`src/hmfs_map.svh`:
```
// Purpose: Offsets, field positions and reset values of the FIFO status bank
// Assumes: 8-bit byte addresses on AXI4-Lite, one 32-bit word per register
// Notes:   Definitions only
//
// Behaviour
// - Writing one to skip bit moves RX data read position to next frame.
// - Skip bit stays high while skipping and clears itself when done.
// - RX occupancy bits 23:16 show RX status FIFO words used.
// - TX occupancy bits 23:16 show TX status FIFO words used.
// - TX occupancy bits 15:0 show TX data bytes free, reset 1200h.
// - Dropped-frame counter adds one for every discarded receive frame.
// - Reading dropped-frame counter returns the count, then clears it.
// - Counter passing 7FFFFFFF to 80000000 sets halfway flag at bit 23.
// - Writing one to busy starts indirect access of selected MAC register.
// - Busy stays set until access ends; then read data is valid.
// - Direction bit 30: one reads the internal register, zero writes it.
// - Address field 7:0 selects the internal MAC control register.
// - Data register reads internal data for reads, else last written value.
`ifndef HMFS_MAP_SVH
`define HMFS_MAP_SVH
`define HMFS_OFS_RXCTL    8'h78
`define HMFS_OFS_RXOCC    8'h7C
`define HMFS_OFS_TXOCC    8'h80
`define HMFS_OFS_DROP     8'hA0
`define HMFS_OFS_CMD      8'hA4
`define HMFS_OFS_DATA     8'hA8
`define HMFS_OFS_INTSTS   8'hC0
`define HMFS_OFS_INTEN    8'hC4
`define HMFS_BIT_SKIP     31
`define HMFS_BIT_BUSY     31
`define HMFS_BIT_DIR      30
`define HMFS_BIT_HALF     23
`define HMFS_TX_DATA_BYTES_FREE_RST   16'h1200
`define HMFS_DROP_HALF    32'h7FFFFFFF
`define HMFS_WORD_BYTES   16'h0004
`define HMFS_WORD_ROUND   16'h0003
`define HMFS_WORD_MASK    16'hFFFC
`define HMFS_RESP_OKAY    2'h0
`define HMFS_RESP_SLVERR  2'h2
`endif

```
`src/hmfs_pkg.sv`:
```
// Purpose: Types of the FIFO status bank
// Assumes: Constants live in hmfs_map.svh
// Notes:   State of each module is one packed struct
package hmfs_pkg;
  typedef enum logic [0:0] {ENG_IDLE = 1'b0, ENG_WAIT = 1'b1} hmfs_eng_e;

  typedef struct packed {
    hmfs_eng_e   state;
    logic        we;
    logic [7:0]  addr;
    logic [31:0] wdata;
  } hmfs_eng_s;

  typedef struct packed {
    logic        awHeld;
    logic [7:0]  awAddr;
    logic        wHeld;
    logic [31:0] wData;
    logic [3:0]  wStrb;
    logic        bValid;
    logic [1:0]  bResp;
    logic        rValid;
    logic [31:0] rData;
    logic [1:0]  rResp;
    logic        skip;
    logic [15:0] rxUsed;
    logic [15:0] tx_data_bytes_free;
    logic [31:0] drops;
    logic        halfSts;
    logic        halfEn;
    logic        cmdDir;
    logic [7:0]  cmdAddr;
    logic        busy;
    logic [31:0] csrWr;
    logic [31:0] csrRd;
  } hmfs_regs_s;
endpackage : hmfs_pkg

```
`src/hmfs_csr_if.sv`:
```
// Purpose: Link between register bank and indirect access engine
// Assumes: Single clock domain
// Notes:   start and done are one-cycle pulses
`timescale 1ns/10ps
`default_nettype none
interface hmfs_csr_if;
  logic        start;
  logic        isRead;
  logic [7:0]  addr;
  logic [31:0] wdata;
  logic        done;
  logic [31:0] rdata;
  modport regs   (output start, isRead, addr, wdata, input done, rdata);
  modport engine (input start, isRead, addr, wdata, output done, rdata);
endinterface : hmfs_csr_if
`default_nettype wire

```
`src/hmfs_csr_engine.sv`:
```
// Purpose: Performs one indirect access to the MAC control registers
// Assumes: MAC answers each select with an acknowledge pulse
// Notes:   Read data passes through on the acknowledge cycle
`timescale 1ns/10ps
`default_nettype none
module hmfs_csr_engine (
  input  wire logic         clk_sys,      // System clock
  input  wire logic         rst,          // Async reset, active high
  hmfs_csr_if.engine        csrIf,        // Request from register bank
  output logic              macCsrSel,    // Access in progress
  output logic              macCsrWe,     // One for write
  output logic [7:0]        macCsrAddr,   // Target register index
  output logic [31:0]       macCsrWdata,  // Write data
  input  wire logic [31:0]  macCsrRdata,  // Read data
  input  wire logic         macCsrAck     // Access finished
);
  hmfs_pkg::hmfs_eng_s q;
  hmfs_pkg::hmfs_eng_s d;

  always_comb begin
    d = q;
    unique case (q.state)
      hmfs_pkg::ENG_IDLE: begin
        if (csrIf.start) begin
          d.state = hmfs_pkg::ENG_WAIT;
          d.we    = ~csrIf.isRead;
          d.addr  = csrIf.addr;
          d.wdata = csrIf.wdata;
        end
      end
      hmfs_pkg::ENG_WAIT: begin
        if (macCsrAck) begin
          d.state = hmfs_pkg::ENG_IDLE;
        end
      end
    endcase
  end

  always_ff @(posedge clk_sys or posedge rst) begin
    if (rst) begin
      q <= '0;
    end else begin
      q <= d;
    end
  end

  assign macCsrSel   = (q.state == hmfs_pkg::ENG_WAIT);
  assign macCsrWe    = q.we;
  assign macCsrAddr  = q.addr;
  assign macCsrWdata = q.wdata;
  assign csrIf.done  = macCsrSel & macCsrAck;
  assign csrIf.rdata = macCsrRdata;
endmodule : hmfs_csr_engine
`default_nettype wire

```
`src/hmfs_regs.sv`:
```
// Purpose: Host MAC FIFO status, dropped-frame and indirect access registers
// Assumes: AXI4-Lite slave, one write and one read outstanding
// Notes:   Unmapped addresses answer SLVERR and read zero
//
// Added by the designer: the AXI4-Lite slave port.
`timescale 1ns/10ps
`include "hmfs_map.svh"
`default_nettype none
module hmfs_regs (
  input  wire logic         clk_sys,          // System clock, 100 MHz
  input  wire logic         rst,              // Async reset, active high
  input  wire logic [7:0]   s_axi_awaddr,     // Write address
  input  wire logic         s_axi_awvalid,    // Write address valid
  output logic              s_axi_awready,    // Write address ready
  input  wire logic [31:0]  s_axi_wdata,      // Write data
  input  wire logic [3:0]   s_axi_wstrb,      // Write byte enables
  input  wire logic         s_axi_wvalid,     // Write data valid
  output logic              s_axi_wready,     // Write data ready
  output logic [1:0]        s_axi_bresp,      // Write response
  output logic              s_axi_bvalid,     // Write response valid
  input  wire logic         s_axi_bready,     // Write response ready
  input  wire logic [7:0]   s_axi_araddr,     // Read address
  input  wire logic         s_axi_arvalid,    // Read address valid
  output logic              s_axi_arready,    // Read address ready
  output logic [31:0]       s_axi_rdata,      // Read data
  output logic [1:0]        s_axi_rresp,      // Read response
  output logic              s_axi_rvalid,     // Read data valid
  input  wire logic         s_axi_rready,     // Read data ready
  input  wire logic         rxFrameDone,      // Frame written to RX data
  input  wire logic [15:0]  rxFrameLen,       // Its length in bytes
  input  wire logic         rxDataPop,        // One RX data word read
  output logic              rxSkipReq,        // Skip to next frame
  input  wire logic         rxSkipDone,       // Skip finished
  input  wire logic [15:0]  rxSkipBytes,      // Bytes removed by skip
  input  wire logic [7:0]   rxStatusWordsUsed, // RX status words
  input  wire logic [7:0]   txStatusWordsUsed, // TX status words
  input  wire logic         txDataPush,       // One TX data word written
  input  wire logic         txDataRelease,    // TX bytes freed
  input  wire logic [15:0]  txReleaseBytes,   // Count of bytes freed
  input  wire logic         rxFrameDropped,   // Frame discarded
  output logic              macCsrSel,        // Indirect access active
  output logic              macCsrWe,         // Indirect write
  output logic [7:0]        macCsrAddr,       // Indirect register index
  output logic [31:0]       macCsrWdata,      // Indirect write data
  input  wire logic [31:0]  macCsrRdata,      // Indirect read data
  input  wire logic         macCsrAck,        // Indirect access done
  output logic              irq               // Interrupt, active high
);
  localparam hmfs_pkg::hmfs_regs_s RST_VAL =
    '{tx_data_bytes_free: `HMFS_TX_DATA_BYTES_FREE_RST, default: '0};

  hmfs_pkg::hmfs_regs_s q;
  hmfs_pkg::hmfs_regs_s d;
  hmfs_csr_if csrIf ();

  logic [31:0] byteMask;
  logic [31:0] wdm;
  logic [7:0]  wrAddr;
  logic [7:0]  rdAddr;
  logic        wrFire;
  logic        rdFire;
  logic        rdDrop;
  logic        cmdWr;
  logic        dataWr;
  logic [15:0] rxAdd;

  // ==========================================================
  // Bus handshake
  assign s_axi_awready = ~q.awHeld;
  assign s_axi_wready  = ~q.wHeld;
  assign s_axi_bvalid  = q.bValid;
  assign s_axi_bresp   = q.bResp;
  assign s_axi_arready = ~q.rValid;
  assign s_axi_rvalid  = q.rValid;
  assign s_axi_rdata   = q.rData;
  assign s_axi_rresp   = q.rResp;

  assign byteMask = {{8{q.wStrb[3]}}, {8{q.wStrb[2]}},
                     {8{q.wStrb[1]}}, {8{q.wStrb[0]}}};
  assign wdm      = q.wData & byteMask;
  assign wrAddr   = {q.awAddr[7:2], 2'b00};
  assign rdAddr   = {s_axi_araddr[7:2], 2'b00};
  assign wrFire   = q.awHeld & q.wHeld & ~q.bValid;
  assign rdFire   = s_axi_arvalid & ~q.rValid;
  assign rdDrop   = rdFire & (rdAddr == `HMFS_OFS_DROP);
  // Command and data frozen while busy
  assign cmdWr    = wrFire & (wrAddr == `HMFS_OFS_CMD) & ~q.busy;
  assign dataWr   = wrFire & (wrAddr == `HMFS_OFS_DATA) & ~q.busy;
  // Round length up to whole words
  assign rxAdd    = (rxFrameLen + `HMFS_WORD_ROUND) & `HMFS_WORD_MASK;

  // ==========================================================
  // Indirect access request
  // Busy write launches access
  assign csrIf.start  = cmdWr & wdm[`HMFS_BIT_BUSY];
  assign csrIf.isRead = wdm[`HMFS_BIT_DIR];
  assign csrIf.addr   = q.wStrb[0] ? wdm[7:0] : q.cmdAddr;
  assign csrIf.wdata  = q.csrWr;

  // ==========================================================
  // Next state
  always_comb begin
    logic [31:0] rdVal;
    logic        rdOk;
    logic        wrOk;
    rdVal = '0;
    rdOk  = 1'b1;
    wrOk  = 1'b1;
    d = q;
    if (s_axi_awvalid && !q.awHeld) begin
      d.awHeld = 1'b1;
      d.awAddr = s_axi_awaddr;
    end
    if (s_axi_wvalid && !q.wHeld) begin
      d.wHeld = 1'b1;
      d.wData = s_axi_wdata;
      d.wStrb = s_axi_wstrb;
    end
    if (q.bValid && s_axi_bready) begin
      d.bValid = 1'b0;
    end
    if (q.rValid && s_axi_rready) begin
      d.rValid = 1'b0;
    end

    // Datapath counters
    // Byte occupancy of RX data
    d.rxUsed = q.rxUsed + (rxFrameDone ? rxAdd : 16'h0000)
             - (rxDataPop ? `HMFS_WORD_BYTES : 16'h0000)
             - (rxSkipDone ? rxSkipBytes : 16'h0000);
    d.tx_data_bytes_free = q.tx_data_bytes_free + (txDataRelease ? txReleaseBytes : 16'h0000)
             - (txDataPush ? `HMFS_WORD_BYTES : 16'h0000);
    if (rxSkipDone) begin
      d.skip = 1'b0;
    end
    if (rdDrop) begin
      d.drops = '0;
    end
    if (rxFrameDropped) begin
      d.drops = (rdDrop ? '0 : q.drops) + 32'h00000001;
    end
    // Done ends busy, captures read data
    if (csrIf.done) begin
      d.busy = 1'b0;
      if (q.cmdDir) begin
        d.csrRd = csrIf.rdata;
      end
    end

    // Register writes
    if (wrFire) begin
      d.awHeld = 1'b0;
      d.wHeld  = 1'b0;
      d.bValid = 1'b1;
      unique case (wrAddr)
        `HMFS_OFS_RXCTL: begin
          if (wdm[`HMFS_BIT_SKIP]) begin
            d.skip = 1'b1;
          end
        end
        `HMFS_OFS_CMD: begin
          if (cmdWr && q.wStrb[3]) begin
            d.cmdDir = wdm[`HMFS_BIT_DIR];
            d.busy   = wdm[`HMFS_BIT_BUSY];
          end
          if (cmdWr && q.wStrb[0]) begin
            d.cmdAddr = wdm[7:0];
          end
        end
        `HMFS_OFS_DATA: begin
          if (dataWr) begin
            d.csrWr = (q.csrWr & ~byteMask) | wdm;
          end
        end
        `HMFS_OFS_INTSTS: begin
          if (wdm[`HMFS_BIT_HALF]) begin
            d.halfSts = 1'b0;
          end
        end
        `HMFS_OFS_INTEN: begin
          if (q.wStrb[2]) begin
            d.halfEn = wdm[`HMFS_BIT_HALF];
          end
        end
        `HMFS_OFS_RXOCC, `HMFS_OFS_TXOCC, `HMFS_OFS_DROP: begin
          wrOk = 1'b1;
        end
        default: begin
          wrOk = 1'b0;
        end
      endcase
      d.bResp = wrOk ? `HMFS_RESP_OKAY : `HMFS_RESP_SLVERR;
    end
    if (rxFrameDropped && !rdDrop && q.drops == `HMFS_DROP_HALF) begin
      d.halfSts = 1'b1;
    end

    // Register reads
    if (rdFire) begin
      unique case (rdAddr)
        `HMFS_OFS_RXCTL: begin
          rdVal[`HMFS_BIT_SKIP] = q.skip;
        end
        `HMFS_OFS_RXOCC: begin
          rdVal = {8'h00, rxStatusWordsUsed, q.rxUsed};
        end
        `HMFS_OFS_TXOCC: begin
          rdVal = {8'h00, txStatusWordsUsed, q.tx_data_bytes_free};
        end
        `HMFS_OFS_DROP: begin
          rdVal = q.drops;
        end
        `HMFS_OFS_CMD: begin
          rdVal[`HMFS_BIT_BUSY] = q.busy;
          rdVal[`HMFS_BIT_DIR]  = q.cmdDir;
          rdVal[7:0]            = q.cmdAddr;
        end
        `HMFS_OFS_DATA: begin
          rdVal = q.cmdDir ? q.csrRd : q.csrWr;
        end
        `HMFS_OFS_INTSTS: begin
          rdVal[`HMFS_BIT_HALF] = q.halfSts;
        end
        `HMFS_OFS_INTEN: begin
          rdVal[`HMFS_BIT_HALF] = q.halfEn;
        end
        default: begin
          rdOk = 1'b0;
        end
      endcase
      d.rValid = 1'b1;
      d.rData  = rdVal;
      d.rResp  = rdOk ? `HMFS_RESP_OKAY : `HMFS_RESP_SLVERR;
    end
  end

  always_ff @(posedge clk_sys or posedge rst) begin
    if (rst) begin
      q <= RST_VAL;
    end else begin
      q <= d;
    end
  end

  assign rxSkipReq = q.skip;
  assign irq       = q.halfSts & q.halfEn;

  // ==========================================================
  // Indirect access engine
  hmfs_csr_engine u_engine (
    .clk_sys     (clk_sys),
    .rst         (rst),
    .csrIf       (csrIf.engine),
    .macCsrSel   (macCsrSel),
    .macCsrWe    (macCsrWe),
    .macCsrAddr  (macCsrAddr),
    .macCsrWdata (macCsrWdata),
    .macCsrRdata (macCsrRdata),
    .macCsrAck   (macCsrAck)
  );
endmodule : hmfs_regs
`default_nettype wire

```
`config.mk`:
```
export PLATFORM = sky130hd
export DESIGN_NAME = hmfs_regs
export DESIGN_NICKNAME = d
export VERILOG_FILES = /design/src/hmfs_pkg.sv /design/src/hmfs_csr_if.sv /design/src/hmfs_csr_engine.sv /design/src/hmfs_regs.sv
export VERILOG_INCLUDE_DIRS = /design/src
export SDC_FILE = /design/constraint.sdc
export NUM_CORES = 1
export LEC_CHECK = 0
export BUFFER_PORTS_ARGS = -buffer_cell sky130_fd_sc_hd__buf_2
export CELL_PAD_IN_SITES_DETAIL_PLACEMENT = 1
export CELL_PAD_IN_SITES_GLOBAL_PLACEMENT = 2
export CORE_MARGIN = 10
export CORE_UTILIZATION = 33
export DETAILED_ROUTE_END_ITERATION = 8
export PLACE_DENSITY_LB_ADDON = 0.1
export SLEW_MARGIN = 20
export SYNTH_ARGS = -nofsm -noshare
export SYNTH_HDL_FRONTEND = slang
export SYNTH_SLANG_ARGS = --single-unit
```
`constraint.sdc`:
```
create_clock -name clk_sys -period 8.5 [get_ports clk_sys]
set_clock_uncertainty 0.1 [all_clocks]
set_input_delay 1.275 -clock clk_sys [delete_from_list [all_inputs] [get_ports clk_sys]]
set_output_delay 1.275 -clock clk_sys [all_outputs]
set_load 0.005 [all_outputs]
```
; Word-level counts from Yosys, hierarchy flattened
; Cells that the tools add are included.
[word_totals]
register_bits = 267
in_bits = 162
out_inout_bits = 85
elab_cells = 147
[op_classes]
add_sub_neg = 7
n_eq_ne = 17
n_mux = 49
bitwise = 22
n_reduce_logical = 27
[op_table]
columns = operator, n
row1 = 32-bit two-way mux, 5
row2 = "6-bit == test, second input constant", 12
row3 = 32-bit AND, 2
row4 = 15-bit one-hot mux with 4 select lines, 1
row5 = 16-bit two-way mux, 3
row6 = 44-bit two-way mux, 1
row7 = 42-bit two-way mux, 1
row8 = 8-bit one-hot mux with 5 select lines, 1
row9 = 37-bit two-way mux, 1
row10 = 35-bit two-way mux, 1
row11 = 16-bit adder, 2
row12 = "32-bit by 1-bit adder with 32-bit output, second input constant", 1
row13 = "32-bit by 31-bit == test with 1-bit output, second input constant", 1
row14 = 32-bit inverter, 1
row15 = 32-bit OR, 1
row16 = 16-bit by 3-bit subtractor with 16-bit output, 2
row17 = "6-bit by 5-bit == test with 1-bit output, second input constant", 4
row18 = 1-bit two-way mux, 21
row19 = "16-bit by 2-bit adder with 16-bit output, second input constant", 1
row20 = 8-bit two-way mux, 2
row21 = 8-bit OR reduction, 2
row22 = 16-bit subtractor, 1
row23 = 3-bit AND reduction, 5
row24 = 2-bit nonzero test, 7
row25 = 14 further kinds, 43

; Depth between registers and ports, before layout
[depth]
word_depth = 9
depth_mapped = 14

; By module
; From an unflattened synthesis, not the netlist that was laid out.
[unflattened]
cells_unflattened = 1286
hier_area_um2 = 14343.8
[modules_own_cells]
columns = module, instances, cells_each, area_per_inst_um2, seq_area_each_um2
row1 = hmfs_regs, 1, 1160, 12346.8, 5532.8
row2 = hmfs_csr_engine, 1, 126, 1996.9, 1051.0

; Worst setup path after synthesis
; OpenSTA, ideal clock, no wires.
[synth_timing]
path_kind = input-to-reg
start = input port rxSkipDone
end = register q[137] (netlist bit)
setup_ps = 123
t_arrival_ps = 4036
required_time_ps = 8277
slack_ps = 4241
stages = 12
n_path_buf = 1
cell_sequence = clkbuf_1 > and2_1 > ha_1 > fa_1 > inv_1 > ha_1 > a211oi_1 > nor2_1 > or4_1 > a311oi_1 > a21oi_1 > xnor2_1
[synth_lines]
columns = item, line_no
row1 = "start, declared", hmfs_regs.sv:33  ; input wire logic rxSkipDone,
row2 = "end signal, assigned", hmfs_regs.sv:239  ; q <= RST_VAL;
row3 = "end signal, assigned", hmfs_regs.sv:241  ; q <= d;
row4 = "end, declared", hmfs_regs.sv:52  ; hmfs_pkg::hmfs_regs_s q;

==> flow_summary.json <==
{
  "first_pass_iters": 7,
  "worst-path-max-fanout": 17,
  "critPathLaunch": "rxSkipDone",
  "fin_tns_setup_ns": 0,
  "synth-seq-area-share": 0.4748,
  "netlist_area_mm2": 0.01387,
  "yosys-top-cells-count": "dfrtp_1 (261), mux2_2 (163), inv_1 (102)",
  "reg2reg_slack_ns": 5.06,
  "pre_cts_ws_ns": 3.754,
  "cts-root-buf": "clkbuf_16",
  "drv_cap": 0,
  "start_util": 0.3320,
  "worstPathArrival_ns": 4.48,
  "postCtsSetupBuffers": 0,
  "io_pins": 247,
  "netlist_instances": 1250,
  "drt-initial-drc-count": 612,
  "cp-end-kind": "register",
  "clockPowerShare": 0.268,
  "max_clock_freq_mhz": 239.5,
  "final_nets": 1695,
  "drc": 0,
  "grt_first_pass_wirelength_um": 68340,
  "power_density_mw_per_mm2": 312.3,
  "drtAntennaViolNets": 0,
  "ir_drop_uv": 172.9,
  "grt_max_degree": 115,
  "wl_per_cell_um": 22.39,
  "yosys_warnings": 0,
  "p_leak_nw": 8.062,
  "die_height_um": 225.0,
  "layout-drive-gt1-share": 0.3313,
  "rows": 75,
  "synth_cell_types": 63,
  "place.detailed.hpwl_um": 34870,
  "max_slew_margin": 0.3467,
  "p_seq_frac": 0.363,
  "async_flop_share": 1.000,
  "area_growth_pct": 19.04,
  "hold_class": "register to register",
  "fin_crit_sh": 0.4913,
  "viasPerCell": 5.002,
  "cts_inserted_buffers": 34,
  "wirelength_um": 45250,
  "hold_viol_final": 0,
  "clk_pin_slew_ns": 0.06,
  "start_kind": "primary input",
  "numClockSinks": 263,
  "r2r-start": "q[127]",
  "io_buffer_count": 240,
  "synth_top_area_cell": "dfrtp_1",
  "clock_latency_ns": 0.53,
  "cts_tree": "done",
  "min_period_ns": 4.176,
  "syn_avg_cell_area_um2": 11.09,
  "core_area_mm2": 0.04176,
  "rsz0062_at_grt": "no",
  "holdBufCountCts": 0,
  "setup_viol": 0,
  "yosysMostFrequentCell": "dfrtp_1",
  "dp.cells": 1964,
  "synth_edf_count": 0,
  "ys.flop_type": "dfrtp_1",
  "switching_share": 0.3606,
  "grt_util_all_layers": 0.1769,
  "p_int_w": 0.003296,
  "status": "completed",
  "routed-via-count": 10110,
  "crit_chain": "buf_2 > nand2_1 > fa_1 > inv_1 > fa_1 > inv_1 > ha_1 > a211oi_1 > nor2_1 > or4_1 > a311oi_1 > a21oi_1 > xnor2_1",
  "place.gp.congestion": 0.7781,
  "grt_antenna_before_repair": 2,
  "multi_input_area_mm2": 0.006476,
  "slowest_delay_ns": 0.43,
  "die_w_um": 225.0,
  "layoutNonFillerInstCount": 2021,
  "hp-start": "s_axi_rdata[7]",
  "synthTopCellsByArea": "dfrtp_1 (47%), mux2_2 (13%), ha_1 (5.1%), xnor2_1 (3.0%), inv_1 (2.8%)",
  "ys_seq_elements": 263,
  "critPathRequiredTime_ns": 8.80,
  "post_cts_resized": 0,
  "htreeDepth": 2,
  "n_antenna_cell": 0,
  "setup_ws_ns": 4.324,
  "final_core_util": 0.3953,
  "setup.worst_path.class": "primary input to register",
  "slew_viol_final": 0,
  "clk_path_buf_depth": 3,
  "critPathSlowestCell": "or4_1",
  "grt_pass1_vias": 11030,
  "power_frac_comb": 0.369,
  "tightest_slew_ns": 0.9778,
  "die_area_mm2": 0.05062,
  "fill_cells": 4649,
  "synth_top_area_share": 0.4710,
  "p_sw_w": 0.001859,
  "grt_remaining_overflow": 0,
  "layout.area.seq_mm2": 0.006585
}
==> final timing paths <==
kind                              endpoint  cells after the start
setup / recovery                    q[137]                     13
hold / removal              s_axi_rdata[7]                      2
setup reg to reg                    q[137]                     11
hold reg to reg             s_axi_rdata[7]                      2
max in group asynchronous            q[73]                      3
min in group asynchronous  s_axi_rdata[29]                      2
==> area by class of cell <==
type                       instances  share of cell area
multi-input combinational        805              0.3924
sequential                       263              0.3990
clock inverter                    13            0.007201
timing repair buffer             255             0.08035
tap                              539             0.04086
clock buffer                      44             0.05685
inverter                         102             0.02342
==> routing by layer <==
| metal | part of all wire | global-route usage | wire length [µm] |
|---|---|---|---|
| met3 | 0.042 | 0.02824 | 1904 |
| met1 | 0.44 | 0.2222 | 19870 |
| met4 | 0.014 | 0.03641 | 656 |
| met5 | 0 | 0 | 0 |
| met2 | 0.50 | 0.3137 | 22820 |
==> power groups by stage <==
stage,Sequential [W],Clock [W],Combinational (W)
6_report,0.00187,0.00138,0.00190
4_1_cts,0.00188,0.00143,0.00195
3_5_place_dp,0.00190,0,0.00194
3_3_place_gp,0.00189,0,0.00190
2_1_floorplan,0.00173,0,0.00151
5_1_grt,0.00191,0.00148,0.00219
==> metrics by stage <==
stage	area (µm²)	power, W	hold slack, ns
2_1_floorplan	13870	0.003242	0.3498
3_3_place_gp	15450	0.003792	0.3593
3_5_place_dp	15450	0.003843	0.3669
4_1_cts	16510	0.005265	0.3807
5_1_grt	16510	0.005583	0.4071
6_report	16510	0.005155	0.3776
==> cell usage in the layout, fill, tap and decap left out, types with 6 or more instances in the layout <==
cell,count
a31oi_1,8
nand4_1,9
nor2b_1,11
a21oi_1,38
buf_2,240
nor2_1,74
dfrtp_1,260
buf_4,14
a21o_1,7
and2_1,22
xnor2_1,47
nor3_2,6
nand3_1,25
nand2b_1,9
or3_1,6
xor2_1,22
o21a_1,7
a222oi_1,22
a22o_1,15
and3_1,11
clkbuf_16,34
ha_1,56
nor3_1,14
o21ai_0,39
inv_1,101
mux2i_1,33
nand2_1,83
fa_1,16
mux2_2,163
clkinv_2,6
==> critical path: cells and delay by family <==
kind / cells / cell delay (ns)
adders and majority gates: 3 / 1.04
AOI/OAI and AO/OA: 3 / 0.79
and+or+nand+nor: 3 / 0.69
buffers and inverters: 3 / 0.50
xor gates and xnor gates: 1 / 0.15
==> cells by family after synthesis <==
logic type / synth area share
and+or+nand+nor: 0.1030
DFF: 0.4748
muxes: 0.1586
buffers and inverters: 0.06145
AOI/OAI and AO/OA: 0.08455
adders and majority gates: 0.07363
xor gates and xnor gates: 0.04358
other: 0.0002704
Note: power is estimated with default switching activity, not from simulation.
